`src/gotr_consts.svh`:
```
// Register offsets, field positions, reset values and timing counts of the offset trim bank.
`ifndef GOTR_CONSTS_SVH
`define GOTR_CONSTS_SVH

`define GOTR_ADDR_NVM_CTRL 8'h33
`define GOTR_ADDR_OFS_MID 8'h36
`define GOTR_ADDR_OFS_X_HI 8'h37
`define GOTR_ADDR_OFS_Y_HI 8'h38
`define GOTR_ADDR_OFS_Z_HI 8'h39
`define GOTR_ADDR_SPARE_LOW 8'h3A
`define GOTR_ADDR_SPARE_BYTE 8'h3B

`define GOTR_CTRL_PROG_MODE_BIT 0
`define GOTR_CTRL_PROG_TRIG_BIT 1
`define GOTR_CTRL_READY_BIT 2
`define GOTR_CTRL_LOAD_BIT 3
`define GOTR_CTRL_REMAIN_LSB 4
`define GOTR_CTRL_REMAIN_MSB 7

`define GOTR_MID_X_MSB 7
`define GOTR_MID_X_LSB 6
`define GOTR_MID_Y_MSB 5
`define GOTR_MID_Y_LSB 3
`define GOTR_MID_Z_MSB 2
`define GOTR_MID_Z_LSB 0
`define GOTR_LOW_SPARE_MSB 7
`define GOTR_LOW_SPARE_LSB 4
`define GOTR_LOW_X_MSB 3
`define GOTR_LOW_X_LSB 2
`define GOTR_LOW_Y_BIT 1
`define GOTR_LOW_Z_BIT 0

`define GOTR_OFS_RESET 12'h000
`define GOTR_SPARE_NIBBLE_RESET 4'h0
`define GOTR_SPARE_BYTE_RESET 8'h00
`define GOTR_NVM_REMAIN_RESET 4'hF
`define GOTR_NVM_IMAGE_RESET 48'h000000000000
`define GOTR_NVM_BYTES 6
`define GOTR_RANGE_MAX 3'h4

`define GOTR_CLK_PERIOD_PS 5000
`define GOTR_NVM_LOAD_TIME_NS 500
`define GOTR_NVM_LOAD_CYCLES ((`GOTR_NVM_LOAD_TIME_NS * 1000 + `GOTR_CLK_PERIOD_PS - 1) / `GOTR_CLK_PERIOD_PS)
`define GOTR_NVM_PROG_TIME_US 10000
`define GOTR_NVM_PROG_CYCLES ((`GOTR_NVM_PROG_TIME_US * 1000 + `GOTR_CLK_PERIOD_PS / 1000 - 1) / (`GOTR_CLK_PERIOD_PS / 1000))

`endif

```
`src/gotr_pkg.sv`:
```
// Types shared by the offset trim bank.
package gotr_pkg;

  typedef enum logic [1:0] {
    GOTR_NVM_IDLE,
    GOTR_NVM_LOADING,
    GOTR_NVM_PROGRAMMING
  } gotr_nvm_state_t;

  typedef logic [11:0] gotr_offset_t;
  typedef logic [47:0] gotr_image_t;

endpackage

```
`src/gotr_nvm_store.sv`:
```
// Non-volatile image store with timed load and program operations.
`timescale 1ns/1ps
`default_nettype none
`include "gotr_consts.svh"

module gotr_nvm_store #(
  parameter int unsigned LOAD_CYCLES = 100,
  parameter int unsigned PROG_CYCLES = 2000000
) (
  // Clock and reset.
  input wire logic clk,
  input wire logic resetn,
  // Operation requests, accepted only while idle.
  input wire logic load_start,
  input wire logic prog_start,
  input wire gotr_pkg::gotr_image_t prog_image,
  // Status and load result.
  output logic busy,
  output logic load_done,
  output gotr_pkg::gotr_image_t load_image
);

  logic [7:0] mem [0:`GOTR_NVM_BYTES-1];
  logic [23:0] count_reg;
  logic loading_reg;
  logic programming_reg;
  logic last_cycle;

  assign last_cycle = (count_reg == 24'h000001);

  always_ff @(posedge clk or negedge resetn)
  begin
    if (!resetn)
    begin
      count_reg <= 24'h000000;
      loading_reg <= 1'b0;
      programming_reg <= 1'b0;
    end
    else if (!loading_reg && !programming_reg)
    begin
      if (load_start)
      begin
        loading_reg <= 1'b1;
        count_reg <= LOAD_CYCLES[23:0];
      end
      else if (prog_start)
      begin
        programming_reg <= 1'b1;
        count_reg <= PROG_CYCLES[23:0];
      end
    end
    else if (last_cycle)
    begin
      loading_reg <= 1'b0;
      programming_reg <= 1'b0;
      count_reg <= 24'h000000;
    end
    else
    begin
      count_reg <= count_reg - 24'h000001;
    end
  end

  // The image is captured when the program starts, so later writes do not leak in.
  always_ff @(posedge clk or negedge resetn)
  begin
    if (!resetn)
    begin
      for (int i = 0; i < `GOTR_NVM_BYTES; i++)
      begin
        mem[i] <= 8'(`GOTR_NVM_IMAGE_RESET >> (8 * i));
      end
    end
    else if (!loading_reg && !programming_reg && !load_start && prog_start)
    begin
      for (int i = 0; i < `GOTR_NVM_BYTES; i++)
      begin
        mem[i] <= prog_image[8*i +: 8];
      end
    end
  end

  always_ff @(posedge clk or negedge resetn)
  begin
    if (!resetn)
    begin
      load_done <= 1'b0;
      load_image <= `GOTR_NVM_IMAGE_RESET;
    end
    else
    begin
      load_done <= loading_reg && last_cycle;
      if (loading_reg && last_cycle)
      begin
        for (int i = 0; i < `GOTR_NVM_BYTES; i++)
        begin
          load_image[8*i +: 8] <= mem[i];
        end
      end
    end
  end

  assign busy = loading_reg || programming_reg;

endmodule
`default_nettype wire

```
`src/gotr_axis_comp.sv`:
```
// One axis of offset compensation on filtered and unfiltered rate data.
`timescale 1ns/1ps
`default_nettype none
`include "gotr_consts.svh"

module gotr_axis_comp (
  // Clock and reset.
  input wire logic clk,
  input wire logic resetn,
  // Raw sample in.
  input wire logic sample_valid,
  input wire logic [15:0] filt_in,
  input wire logic [15:0] unfilt_in,
  // Offset and range.
  input wire gotr_pkg::gotr_offset_t offset,
  input wire logic [2:0] range_sel,
  // Compensated sample out.
  output logic comp_valid,
  output logic [15:0] filt_out,
  output logic [15:0] unfilt_out
);

  logic [2:0] shift;
  logic [19:0] ofs_scaled;

  function automatic logic [15:0] sub_sat(input logic [15:0] data, input logic [19:0] ofs);
    logic [19:0] diff;
    diff = {{4{data[15]}}, data} - ofs;
    if (diff[19:15] == 5'h00 || diff[19:15] == 5'h1F)
      sub_sat = diff[15:0];
    else if (diff[19])
      sub_sat = 16'h8000;
    else
      sub_sat = 16'h7FFF;
  endfunction

  // The offset step is fixed in deg/s, so it grows by one bit per halving of the range.
  assign shift = (range_sel > `GOTR_RANGE_MAX) ? `GOTR_RANGE_MAX : range_sel;
  assign ofs_scaled = {{8{offset[11]}}, offset} << shift;

  always_ff @(posedge clk or negedge resetn)
  begin
    if (!resetn)
    begin
      comp_valid <= 1'b0;
      filt_out <= 16'h0000;
      unfilt_out <= 16'h0000;
    end
    else
    begin
      comp_valid <= sample_valid;
      if (sample_valid)
      begin
        filt_out <= sub_sat(filt_in, ofs_scaled);
        unfilt_out <= sub_sat(unfilt_in, ofs_scaled);
      end
    end
  end

endmodule
`default_nettype wire

```
`src/gotr_regs.sv`:
```
// Offset compensation register bank with non-volatile image control.
`timescale 1ns/1ps
`default_nettype none
`include "gotr_consts.svh"

// What this block does
// - High offset bytes, one register per axis.
// - Middle offset bits packed in shared register.
// - Lowest offset bits in trim low nibble.
// - Subtract offset from filtered and unfiltered data.
// - Offsets are twelve-bit two's complement.
// - Reload image after power-on and soft reset.
// - Host writes override until next reload or calibration result.
// - Programming stores current register contents.
// - Spare nibble, no sensor effect; reload takes lowest offset bits from spare byte.
// - Spare byte restored from stored image; nibble from that byte's upper half.
// - Ready low during image write or reload.
// - Load trigger refreshes registers from image.
module gotr_regs #(
  parameter int unsigned NVM_PROG_CYCLES = `GOTR_NVM_PROG_CYCLES
) (
  // Clock and reset.
  input wire logic clk,
  input wire logic resetn,
  input wire logic soft_reset,
  // Register port.
  input wire logic [7:0] reg_addr,
  input wire logic [7:0] reg_wdata,
  input wire logic reg_wr,
  input wire logic reg_rd,
  output logic [7:0] reg_rdata,
  // Calibration engine results.
  input wire logic cal_valid,
  input wire gotr_pkg::gotr_offset_t cal_x,
  input wire gotr_pkg::gotr_offset_t cal_y,
  input wire gotr_pkg::gotr_offset_t cal_z,
  // Raw rate samples.
  input wire logic sample_valid,
  input wire logic [2:0] range_sel,
  input wire logic [15:0] x_filt_in,
  input wire logic [15:0] x_unfilt_in,
  input wire logic [15:0] y_filt_in,
  input wire logic [15:0] y_unfilt_in,
  input wire logic [15:0] z_filt_in,
  input wire logic [15:0] z_unfilt_in,
  // Compensated rate samples.
  output logic comp_valid,
  output logic [15:0] x_filt_out,
  output logic [15:0] x_unfilt_out,
  output logic [15:0] y_filt_out,
  output logic [15:0] y_unfilt_out,
  output logic [15:0] z_filt_out,
  output logic [15:0] z_unfilt_out,
  // Image controller status.
  output logic nvm_ready
);

  gotr_pkg::gotr_offset_t ofs_x_reg;
  gotr_pkg::gotr_offset_t ofs_y_reg;
  gotr_pkg::gotr_offset_t ofs_z_reg;
  logic [3:0] spare_user_nibble_reg;
  logic [7:0] spare_user_byte_reg;
  logic prog_mode_reg;
  logic load_flag_reg;
  logic [3:0] remain_reg;
  logic auto_load_pend_reg;
  gotr_pkg::gotr_nvm_state_t state_reg;
  gotr_pkg::gotr_nvm_state_t state_next;

  logic wr_ctrl;
  logic wr_mid;
  logic wr_x_hi;
  logic wr_y_hi;
  logic wr_z_hi;
  logic wr_low;
  logic wr_byte;
  logic host_load_req;
  logic host_prog_req;
  logic load_start;
  logic prog_start;
  logic store_busy;
  logic load_done;
  gotr_pkg::gotr_image_t load_image;
  gotr_pkg::gotr_image_t cur_image;
  logic [7:0] mid_byte;
  logic [7:0] low_byte;
  logic [7:0] ctrl_byte;
  logic [7:0] rd_next;
  logic x_valid;

  // Register byte views.
  always_comb
  begin
    mid_byte = 8'h00;
    mid_byte[`GOTR_MID_X_MSB:`GOTR_MID_X_LSB] = ofs_x_reg[3:2];
    mid_byte[`GOTR_MID_Y_MSB:`GOTR_MID_Y_LSB] = ofs_y_reg[3:1];
    mid_byte[`GOTR_MID_Z_MSB:`GOTR_MID_Z_LSB] = ofs_z_reg[3:1];
  end

  always_comb
  begin
    low_byte = 8'h00;
    low_byte[`GOTR_LOW_SPARE_MSB:`GOTR_LOW_SPARE_LSB] = spare_user_nibble_reg;
    low_byte[`GOTR_LOW_X_MSB:`GOTR_LOW_X_LSB] = ofs_x_reg[1:0];
    low_byte[`GOTR_LOW_Y_BIT] = ofs_y_reg[0];
    low_byte[`GOTR_LOW_Z_BIT] = ofs_z_reg[0];
  end

  always_comb
  begin
    ctrl_byte = 8'h00;
    ctrl_byte[`GOTR_CTRL_REMAIN_MSB:`GOTR_CTRL_REMAIN_LSB] = remain_reg;
    ctrl_byte[`GOTR_CTRL_LOAD_BIT] = load_flag_reg;
    ctrl_byte[`GOTR_CTRL_READY_BIT] = nvm_ready;
    ctrl_byte[`GOTR_CTRL_PROG_MODE_BIT] = prog_mode_reg;
  end

  assign cur_image = {spare_user_byte_reg, low_byte, ofs_z_reg[11:4], ofs_y_reg[11:4],
                      ofs_x_reg[11:4], mid_byte};

  // Write decode.
  assign wr_ctrl = reg_wr && (reg_addr == `GOTR_ADDR_NVM_CTRL);
  assign wr_mid = reg_wr && (reg_addr == `GOTR_ADDR_OFS_MID);
  assign wr_x_hi = reg_wr && (reg_addr == `GOTR_ADDR_OFS_X_HI);
  assign wr_y_hi = reg_wr && (reg_addr == `GOTR_ADDR_OFS_Y_HI);
  assign wr_z_hi = reg_wr && (reg_addr == `GOTR_ADDR_OFS_Z_HI);
  assign wr_low = reg_wr && (reg_addr == `GOTR_ADDR_SPARE_LOW);
  assign wr_byte = reg_wr && (reg_addr == `GOTR_ADDR_SPARE_BYTE);

  assign host_load_req = wr_ctrl && reg_wdata[`GOTR_CTRL_LOAD_BIT];
  assign host_prog_req = wr_ctrl && reg_wdata[`GOTR_CTRL_PROG_TRIG_BIT]
                         && prog_mode_reg && (remain_reg != 4'h0);

  // Triggers are taken only while idle; a load outranks a program in the same cycle.
  // triggers only when idle
  assign load_start = (state_reg == gotr_pkg::GOTR_NVM_IDLE)
                      && (auto_load_pend_reg || host_load_req);
  assign prog_start = (state_reg == gotr_pkg::GOTR_NVM_IDLE) && !load_start && host_prog_req;

  // Image controller sequence.
  always_comb
  begin
    state_next = state_reg;
    unique case (state_reg)
      gotr_pkg::GOTR_NVM_IDLE:
      begin
        if (load_start)
          state_next = gotr_pkg::GOTR_NVM_LOADING;
        else if (prog_start)
          state_next = gotr_pkg::GOTR_NVM_PROGRAMMING;
      end
      gotr_pkg::GOTR_NVM_LOADING:
      begin
        if (load_done)
          state_next = gotr_pkg::GOTR_NVM_IDLE;
      end
      gotr_pkg::GOTR_NVM_PROGRAMMING:
      begin
        if (!store_busy)
          state_next = gotr_pkg::GOTR_NVM_IDLE;
      end
    endcase
  end

  always_ff @(posedge clk or negedge resetn)
  begin
    if (!resetn)
      state_reg <= gotr_pkg::GOTR_NVM_IDLE;
    else
      state_reg <= state_next;
  end

  always_ff @(posedge clk or negedge resetn)
  begin
    if (!resetn)
      nvm_ready <= 1'b0;
    else
      nvm_ready <= (state_next == gotr_pkg::GOTR_NVM_IDLE) && !auto_load_pend_reg
                   && !(soft_reset);
  end

  always_ff @(posedge clk or negedge resetn)
  begin
    if (!resetn)
      auto_load_pend_reg <= 1'b1;
    else
      auto_load_pend_reg <= soft_reset || (auto_load_pend_reg && !load_start);
  end

  // Control fields.
  always_ff @(posedge clk or negedge resetn)
  begin
    if (!resetn)
      prog_mode_reg <= 1'b0;
    else if (wr_ctrl)
      prog_mode_reg <= reg_wdata[`GOTR_CTRL_PROG_MODE_BIT];
  end

  always_ff @(posedge clk or negedge resetn)
  begin
    if (!resetn)
      load_flag_reg <= 1'b0;
    else if (load_start && host_load_req)
      load_flag_reg <= 1'b1;
    else if (load_done)
      load_flag_reg <= 1'b0;
  end

  always_ff @(posedge clk or negedge resetn)
  begin
    if (!resetn)
      remain_reg <= `GOTR_NVM_REMAIN_RESET;
    else if (prog_start)
      remain_reg <= remain_reg - 4'h1;
  end

  // Offset fields: a host write wins over a reload result, which wins over calibration.
  // per-axis offset registers
  always_ff @(posedge clk or negedge resetn)
  begin
    if (!resetn)
      ofs_x_reg <= `GOTR_OFS_RESET;
    else
    begin
      if (load_done)
        ofs_x_reg <= {load_image[15:8], load_image[`GOTR_MID_X_MSB:`GOTR_MID_X_LSB],
                      load_image[40+`GOTR_LOW_X_MSB:40+`GOTR_LOW_X_LSB]};
      else if (cal_valid)
        ofs_x_reg <= cal_x;
      if (wr_x_hi)
        ofs_x_reg[11:4] <= reg_wdata;
      if (wr_mid)
        ofs_x_reg[3:2] <= reg_wdata[`GOTR_MID_X_MSB:`GOTR_MID_X_LSB];
      if (wr_low)
        ofs_x_reg[1:0] <= reg_wdata[`GOTR_LOW_X_MSB:`GOTR_LOW_X_LSB];
    end
  end

  always_ff @(posedge clk or negedge resetn)
  begin
    if (!resetn)
      ofs_y_reg <= `GOTR_OFS_RESET;
    else
    begin
      if (load_done)
        ofs_y_reg <= {load_image[23:16], load_image[`GOTR_MID_Y_MSB:`GOTR_MID_Y_LSB],
                      load_image[40+`GOTR_LOW_Y_BIT]};
      else if (cal_valid)
        ofs_y_reg <= cal_y;
      if (wr_y_hi)
        ofs_y_reg[11:4] <= reg_wdata;
      if (wr_mid)
        ofs_y_reg[3:1] <= reg_wdata[`GOTR_MID_Y_MSB:`GOTR_MID_Y_LSB];
      if (wr_low)
        ofs_y_reg[0] <= reg_wdata[`GOTR_LOW_Y_BIT];
    end
  end

  always_ff @(posedge clk or negedge resetn)
  begin
    if (!resetn)
      ofs_z_reg <= `GOTR_OFS_RESET;
    else
    begin
      if (load_done)
        ofs_z_reg <= {load_image[31:24], load_image[`GOTR_MID_Z_MSB:`GOTR_MID_Z_LSB],
                      load_image[40+`GOTR_LOW_Z_BIT]};
      else if (cal_valid)
        ofs_z_reg <= cal_z;
      if (wr_z_hi)
        ofs_z_reg[11:4] <= reg_wdata;
      if (wr_mid)
        ofs_z_reg[3:1] <= reg_wdata[`GOTR_MID_Z_MSB:`GOTR_MID_Z_LSB];
      if (wr_low)
        ofs_z_reg[0] <= reg_wdata[`GOTR_LOW_Z_BIT];
    end
  end

  // Spare storage feeds nothing but readback and the image.
  // spare fields
  always_ff @(posedge clk or negedge resetn)
  begin
    if (!resetn)
      spare_user_nibble_reg <= `GOTR_SPARE_NIBBLE_RESET;
    else if (wr_low)
      spare_user_nibble_reg <= reg_wdata[`GOTR_LOW_SPARE_MSB:`GOTR_LOW_SPARE_LSB];
    else if (load_done)
      spare_user_nibble_reg <= load_image[40+`GOTR_LOW_SPARE_MSB:40+`GOTR_LOW_SPARE_LSB];
  end

  always_ff @(posedge clk or negedge resetn)
  begin
    if (!resetn)
      spare_user_byte_reg <= `GOTR_SPARE_BYTE_RESET;
    else if (wr_byte)
      spare_user_byte_reg <= reg_wdata;
    else if (load_done)
      spare_user_byte_reg <= load_image[47:40];
  end

  // Read path; unmapped addresses read zero.
  always_comb
  begin
    rd_next = 8'h00;
    unique case (reg_addr)
      `GOTR_ADDR_NVM_CTRL: rd_next = ctrl_byte;
      `GOTR_ADDR_OFS_MID: rd_next = mid_byte;
      `GOTR_ADDR_OFS_X_HI: rd_next = ofs_x_reg[11:4];
      `GOTR_ADDR_OFS_Y_HI: rd_next = ofs_y_reg[11:4];
      `GOTR_ADDR_OFS_Z_HI: rd_next = ofs_z_reg[11:4];
      `GOTR_ADDR_SPARE_LOW: rd_next = low_byte;
      `GOTR_ADDR_SPARE_BYTE: rd_next = spare_user_byte_reg;
      default: rd_next = 8'h00;
    endcase
  end

  always_ff @(posedge clk or negedge resetn)
  begin
    if (!resetn)
      reg_rdata <= 8'h00;
    else if (reg_rd)
      reg_rdata <= rd_next;
    else
      reg_rdata <= 8'h00;
  end

  gotr_nvm_store #(
    .LOAD_CYCLES(`GOTR_NVM_LOAD_CYCLES),
    .PROG_CYCLES(NVM_PROG_CYCLES)
  ) u_store (
    .clk(clk),
    .resetn(resetn),
    .load_start(load_start),
    .prog_start(prog_start),
    .prog_image(cur_image),
    .busy(store_busy),
    .load_done(load_done),
    .load_image(load_image)
  );

  gotr_axis_comp u_axis_x (
    .clk(clk),
    .resetn(resetn),
    .sample_valid(sample_valid),
    .filt_in(x_filt_in),
    .unfilt_in(x_unfilt_in),
    .offset(ofs_x_reg),
    .range_sel(range_sel),
    .comp_valid(x_valid),
    .filt_out(x_filt_out),
    .unfilt_out(x_unfilt_out)
  );

  gotr_axis_comp u_axis_y (
    .clk(clk),
    .resetn(resetn),
    .sample_valid(sample_valid),
    .filt_in(y_filt_in),
    .unfilt_in(y_unfilt_in),
    .offset(ofs_y_reg),
    .range_sel(range_sel),
    .comp_valid(),
    .filt_out(y_filt_out),
    .unfilt_out(y_unfilt_out)
  );

  gotr_axis_comp u_axis_z (
    .clk(clk),
    .resetn(resetn),
    .sample_valid(sample_valid),
    .filt_in(z_filt_in),
    .unfilt_in(z_unfilt_in),
    .offset(ofs_z_reg),
    .range_sel(range_sel),
    .comp_valid(),
    .filt_out(z_filt_out),
    .unfilt_out(z_unfilt_out)
  );

  // All three axes share one valid, so the X flop alone gives the sample strobe.
  assign comp_valid = x_valid;

endmodule
`default_nettype wire

```
`config.mk`:
```
export PLATFORM = sky130hd
export DESIGN_NAME = gotr_regs
export DESIGN_NICKNAME = d
export VERILOG_FILES = /design/src/gotr_pkg.sv /design/src/gotr_nvm_store.sv /design/src/gotr_axis_comp.sv /design/src/gotr_regs.sv
export VERILOG_INCLUDE_DIRS = /design/src
export SDC_FILE = /design/constraint.sdc
export NUM_CORES = 1
export LEC_CHECK = 0
export BUFFER_PORTS_ARGS = -buffer_cell sky130_fd_sc_hd__buf_2
export CORE_MARGIN = 2
export CORE_UTILIZATION = 61
export CTS_BUF_LIST = sky130_fd_sc_hd__clkbuf_4 sky130_fd_sc_hd__clkbuf_8
export DETAILED_ROUTE_END_ITERATION = 16
export GPL_TIMING_DRIVEN = 0
export PLACE_DENSITY = 0.83
export SYNTH_ARGS = -nofsm -noshare
export SYNTH_HDL_FRONTEND = slang
export SYNTH_HIERARCHICAL = 1
export SYNTH_SLANG_ARGS = --single-unit
export TNS_END_PERCENT = 1
```
`constraint.sdc`:
```
create_clock -name clk -period 4.9 [get_ports clk]
set_input_delay 0.49 -clock clk [delete_from_list [all_inputs] [get_ports clk]]
set_output_delay 0.49 -clock clk [all_outputs]
set_load 0.01 [all_outputs]
```
# Yosys cells after proc, flatten, opt, wreduce, memory -nomap -nowiden
# Cells that the tools add are included.
# totals
latch_bits	0
ramBits	0
word_cells	175
reg_bits	286
n_memories	0
rom_bits	0
inputBits	158
output_inout_bits	106
# classes
mux	51
n_div	0
shift	3
n_lt_le_gt_ge	1
eq_ne	20
reduce_logical	56
addsub	8
bitwise	0
mul	0
# op_table
operator	n
$mux W16	12
$sub A20 B20 Y20	6
$mux W24	4
$mux W12	6
$shl A20 B3 Y20	3
$eq A8 B6 Y1 const B	7
$pmux W8 S7	1
$mux W8	6
$eq A5 B5 Y1 const B	6
$logic_not A5 Y1	6
$eq A24 B1 Y1 const B	1
$sub A24 B1 Y24 const B	1
$logic_and A1 B1 Y1	22
$reduce_bool A3 Y1	5
$mux W2	6
$mux W1	10
$logic_or A1 B1 Y1	9
$mux W3	3
$mux W4	2
$reduce_bool A2 Y1	4
$pmux W2 S3	1
$logic_not A1 Y1	5
$logic_not A2 Y1	2
$ne A2 B2 Y1 const B	2
9 further kinds	9

# Longest topological paths before layout
# logic_depth
depth_word	14
depth_mapped	20

# Cells and area by module
# Netlist, hierarchy kept.
# modules_own_cells
module	area_each_um2	cells_each	instances
gotr_axis_comp at u_axis_x ...	3925.0	488	2
gotr_nvm_store	5126.2	367	1
gotr_regs	4011.3	403	1
gotr_axis_comp at u_axis_z	3961.3	458	1

# Least setup slack after synthesis
# Ideal clock, no wire load.
# synth_timing
path_kind	input port to flip-flop
from	input port range_sel[2]
to	register u_axis_z.unfilt_out[0]
required_time_ps	4834
arrival_ps	4338
setup_ps	66
stages	19
setup_slack_ps	495
path_cell_list	clkbuf_2 > clkbuf_1 > nor2b_1 > clkbuf_1 > mux2i_1 > a211oi_1 > a21oi_1 > ha_1 > a21oi_1 > nand2_1 > maj3_1 > a21oi_1 > mux2i_1 > o221ai_1 > nor3_1 > a41oi_1 > nor2_2 > buf_2 > a22o_1
# synth_via
elab_chain_cells	7
elab_cells_between_ends	9
classes_between	add/sub: 1; order compare: 1; eq/ne: 1; shift: 1; mux: 3; reduce/logical: 2
# synth_rtl
element	line	source
start, declared	gotr_regs.sv:39	input wire logic [2:0] range_sel,
$gt A3 B3 Y1 (no source line)	--	
$mux W3 (*)	gotr_axis_comp.sv:38	assign shift = (range_sel > `GOTR_RANGE_MAX) ? `GOTR_RANGE_MAX : range_sel;
$shl A20 B3 Y20 (*)	gotr_axis_comp.sv:39	assign ofs_scaled = {{8{offset[11]}}, offset} << shift;
$sub A20 B20 Y20 (*)	gotr_axis_comp.sv:28	diff = {{4{data[15]}}, data} - ofs;
$eq A5 B5 Y1 / $logic_not A5 Y1 (equally long branches)	gotr_axis_comp.sv:29	if (diff[19:15] == 5'h00 || diff[19:15] == 5'h1F)
$logic_or A1 B1 Y1	gotr_axis_comp.sv:29	
$mux W16 (*)	gotr_axis_comp.sv:29	
end signal, assigned	gotr_axis_comp.sv:55	unfilt_out <= sub_sat(unfilt_in, ofs_scaled);
end, declared	gotr_axis_comp.sv:20	output logic [15:0] unfilt_out
# Mark *: on every way between the ends. The rest lies on a longest branch, timed or not.
# A chain may end at the register's enable or synchronous reset.

# Final worst setup path
# layout_timing
from	input port range_sel[0]
to	register u_axis_x.filt_out[4]
# layout_via
elab_chain_cells	7
elab_cells_between_ends	9
classes_between	add/sub: 1; order compare: 1; eq/ne: 1; shift: 1; mux: 3; reduce/logical: 2
# layout_rtl
element	line	source
$gt A3 B3 Y1 (no source line)	--	
$mux W3 (*)	gotr_axis_comp.sv:38	
$shl A20 B3 Y20 (*)	gotr_axis_comp.sv:39	
$sub A20 B20 Y20 (*)	gotr_axis_comp.sv:28	
$eq A5 B5 Y1 / $logic_not A5 Y1 (equally long branches)	gotr_axis_comp.sv:29	
$logic_or A1 B1 Y1	gotr_axis_comp.sv:29	
$mux W16 (*)	gotr_axis_comp.sv:29	
end signal, assigned	gotr_axis_comp.sv:54	filt_out <= sub_sat(filt_in, ofs_scaled);
end, declared	gotr_axis_comp.sv:19	output logic [15:0] filt_out,
# Marks and branches as above.

==> report_table.html <==
<table>
<tr><th>Metric</th><th>Value</th></tr>
<tr><th colspan="2">STA</th></tr>
<tr><td>Post-route fraction of the period consumed by the critical path</td><td>96.9%</td></tr>
<tr><td>Minimum clock period</td><td>about 4.7 ns</td></tr>
<tr><td>Number of max-slew violations in the final report</td><td>0</td></tr>
<tr><td>Max_slew headroom</td><td>37.7%</td></tr>
<tr><td>F_max</td><td>between 0.2 and 0.25 GHz</td></tr>
<tr><td>Hold Vio Cnt, Final</td><td>0</td></tr>
<tr><td>Largest clock skew in the final design</td><td>0.0204 ns</td></tr>
<tr><td>Setup-violating endpoint count in the final report</td><td>0</td></tr>
<tr><td>Transition at the pin with the smallest max-transition slack</td><td>0.921 ns</td></tr>
<tr><td>TNS Setup</td><td>0 ns</td></tr>
<tr><th colspan="2">CTS</th></tr>
<tr><td>Clock slew at the register clock pins of the worst setup and hold paths</td><td>~0.07 ns</td></tr>
<tr><td>Master cell of the clock root buffer</td><td>sky130_fd_sc_hd__clkbuf_8</td></tr>
<tr><td>CTS max path bufs</td><td>3</td></tr>
<tr><td>Clock buffers created by TritonCTS</td><td>45</td></tr>
<tr><td>Number of levels the H-tree was split into</td><td>2</td></tr>
<tr><td>Clk sink count</td><td>270</td></tr>
<tr><td>CTS tree</td><td>built</td></tr>
<tr><td>Clock insertion delay at the later pin of the skew report</td><td>just under 0.6 ns</td></tr>
<tr><th colspan="2">Drt</th></tr>
<tr><td>Via total after detailed routing</td><td>about 19000</td></tr>
<tr><td>Count of routing violations after the opening detailed-route iteration</td><td>1676</td></tr>
<tr><td>Count of antenna-violating nets left after detailed routing</td><td>0</td></tr>
<tr><td>Ratio of routed vias to standard cells</td><td>6.26</td></tr>
<tr><td>DRC violation count after routing</td><td>0</td></tr>
<tr><td>Aggregate routed wire length</td><td>between 50000 and 60000 microns</td></tr>
<tr><td>Wirelength per Cell</td><td>20.2 microns</td></tr>
<tr><td>TritonRoute pass-1 iters</td><td>5</td></tr>
<tr><th colspan="2">Die</th></tr>
<tr><td>Core area</td><td>32600 sq um</td></tr>
<tr><td>Die Outline Area</td><td>between 30000 and 40000 sq um</td></tr>
<tr><td>Width of the die</td><td>about 190 microns</td></tr>
<tr><td>Starting density of the core</td><td>62.2%</td></tr>
<tr><td>FP Rows</td><td>66</td></tr>
<tr><td>Y dimension of the die</td><td>186 microns</td></tr>
<tr><td>Number of ports placed on the die boundary</td><td>about 260</td></tr>
<tr><th colspan="2">Synthesis</th></tr>
<tr><td>Ys Warns</td><td>6</td></tr>
<tr><td>Number of instances in the synthesized netlist</td><td>2170</td></tr>
<tr><td>Net count after synthesis</td><td>between 2000 and 2500</td></tr>
<tr><td>Syn_area_per_cell</td><td>9.35 sq um</td></tr>
<tr><td>Area of the mapped netlist</td><td>20300 sq um</td></tr>
<tr><th colspan="2">Worst setup path</th></tr>
<tr><td>Required time of the worst setup path</td><td>approximately 5.4 ns</td></tr>
<tr><td>Nature of the critical path endpoint</td><td>flip-flop</td></tr>
<tr><td>Arrival @ worst endpoint</td><td>5.21 ns</td></tr>
<tr><td>Biggest fanout along the worst timing path</td><td>13</td></tr>
<tr><td>Category of the worst setup path launch point</td><td>input pin</td></tr>
<tr><td>Type of the worst setup path</td><td>in -&gt; reg</td></tr>
<tr><th colspan="2">Global routing</th></tr>
<tr><td>First-pass GRT wire length</td><td>about 96000 microns</td></tr>
<tr><td>Largest net degree at the start of global routing</td><td>around 130</td></tr>
<tr><td>Via count of the first global-routing pass</td><td>between 15000 and 20000</td></tr>
<tr><td>Initial antenna violation count</td><td>11</td></tr>
<tr><td>Overall overflow remaining after global route</td><td>0</td></tr>
<tr><td>GRT Overall Usage</td><td>about a third</td></tr>
<tr><th colspan="2">Finish</th></tr>
<tr><td>Cell Count, Final, Fillers Out</td><td>a little under 3000</td></tr>
<tr><td>Final net count</td><td>between 2000 and 3000</td></tr>
<tr><td>Area added between synthesis and finish</td><td>14.9%</td></tr>
<tr><td>Most frequent cells in the layout</td><td>sky130_fd_sc_hd__buf_2, sky130_fd_sc_hd__dfrtp_1, sky130_fd_sc_hd__nor2_1</td></tr>
<tr><td>Total of fill cells in the finished design</td><td>2464</td></tr>
<tr><td>Reg area</td><td>6760 sq um</td></tr>
<tr><td>Most common cell after layout, fill and taps aside</td><td>sky130_fd_sc_hd__buf_2</td></tr>
<tr><td>Final instance area</td><td>23300 sq um</td></tr>
<tr><td>Layout cells sized above 1</td><td>26.4%</td></tr>
<tr><td>Area of the multi-input gates</td><td>12600 sq um</td></tr>
<tr><th colspan="2">Flow run</th></tr>
<tr><td>Total of max-cap violations</td><td>0</td></tr>
<tr><th colspan="2">Place</th></tr>
<tr><td>Placed Instances</td><td>roughly 2900</td></tr>
<tr><td>Buffers on Ports</td><td>about 260</td></tr>
<tr><td>Placer Congestion</td><td>0.939</td></tr>
<tr><td>Area post-placement</td><td>roughly 22000 sq um</td></tr>
<tr><td>Detailed-placement wirelength estimate</td><td>44200 microns</td></tr>
<tr><th colspan="2">Worst hold path</th></tr>
<tr><td>Worst hold path type</td><td>in -&gt; reg</td></tr>
<tr><th colspan="2">Power</th></tr>
<tr><td>Leakage dissipation</td><td>between 10 and 15 nW</td></tr>
<tr><td>Final Total Pwr</td><td>0.00947 W</td></tr>
<tr><td>Max IR drop VDD</td><td>0.272 mV</td></tr>
<tr><td>Pwr/cell area</td><td>406 nW/um^2</td></tr>
<tr><th colspan="2">Status</th></tr>
<tr><td>Result of the run</td><td>completed</td></tr>
</table>
[cell type report]
type	count	share of cell area (%)
multi-input combinational	1707	54.1
sequential	270	29.0
timing repair buffer	262	5.90
clock buffer	64	3.46
buffer	113	2.69
tap	442	2.37
inverter	79	1.27
clock inverter	20	1.06
antenna	8	0.0859
[worst max-delay path, stage by stage]
cell,delay (ns)
sky130_fd_sc_hd__clkbuf_4,0.23
sky130_fd_sc_hd__buf_6,0.18
sky130_fd_sc_hd__nor2b_1,0.15
sky130_fd_sc_hd__clkbuf_2,0.22
sky130_fd_sc_hd__mux2i_1,0.21
sky130_fd_sc_hd__a211oi_1,0.09
sky130_fd_sc_hd__a21oi_1,0.43
sky130_fd_sc_hd__ha_1,0.41
sky130_fd_sc_hd__a21oi_1,0.19
sky130_fd_sc_hd__o21ai_0,0.12
sky130_fd_sc_hd__maj3_1,0.36
sky130_fd_sc_hd__a21oi_1,0.26
sky130_fd_sc_hd__or4b_2,0.61
sky130_fd_sc_hd__a41oi_1,0.24
sky130_fd_sc_hd__o21ai_0,0.22
sky130_fd_sc_hd__a41o_1,0.38
sky130_fd_sc_hd__buf_2,0.24
sky130_fd_sc_hd__nand2_1,0.09
sky130_fd_sc_hd__a21oi_1,0.07
[per-layer routing]
layer  up-vias  GRT usage (%)  routed length (microns)
li1       8572              -                        -
met1      8934           45.0                    25100
met2       888           53.9                    27400
met3       174           6.09                     4800
met4         4           15.1                     2520
met5         -              0                       26
[timing repair]
item                                    CTS  global route
setup buffers                             0             1
endpoints found under the setup margin    0            51
hold buffers                              1             0
resized for setup                         0            16
hold endpoints to repair                 49             0
[where the power goes]
group / internal, W / switching [W]
sequential: 0.00270 / 0.000436
clock: 0.00134 / 0.00101
combinational: 0.00167 / 0.00232
[path summary, 6_finish.rpt]
| path | from | to | slack [ns] | cells after the start |
|---|---|---|---|---|
| max in group asynchronous | resetn | u_store/count_reg[9] | 3.08 | 4 |
| hold / removal | soft_reset | auto_load_pend_reg | 0.10 | 2 |
| min in group asynchronous | resetn | u_axis_y/unfilt_out[12] | 0.40 | 2 |
| hold reg to reg | u_axis_z/unfilt_out[15] | u_axis_z/unfilt_out[15] | 0.48 | 1 |
| setup reg to reg | ofs_x_reg[10] | u_axis_x/filt_out[4] | 0.20 | 16 |
| setup / recovery | range_sel[0] | u_axis_x/filt_out[4] | 0.15 | 19 |
[through the flow]
step / hold WS [ns] / util (%) / setup slack, ns
5_1_grt: 0.0973 / 71.5 / -0.0510
6_report: 0.104 / 71.5 / 0.151
3_3_place_gp: 0.457 / 67.9 / -1.49
3_5_place_dp: 0.431 / 68.1 / -0.611
2_1_floorplan: 0.194 / - / 0.495
4_1_cts: 0.0891 / 71.3 / 0.0120
No activity file was read; power rests on OpenSTA's default activity.
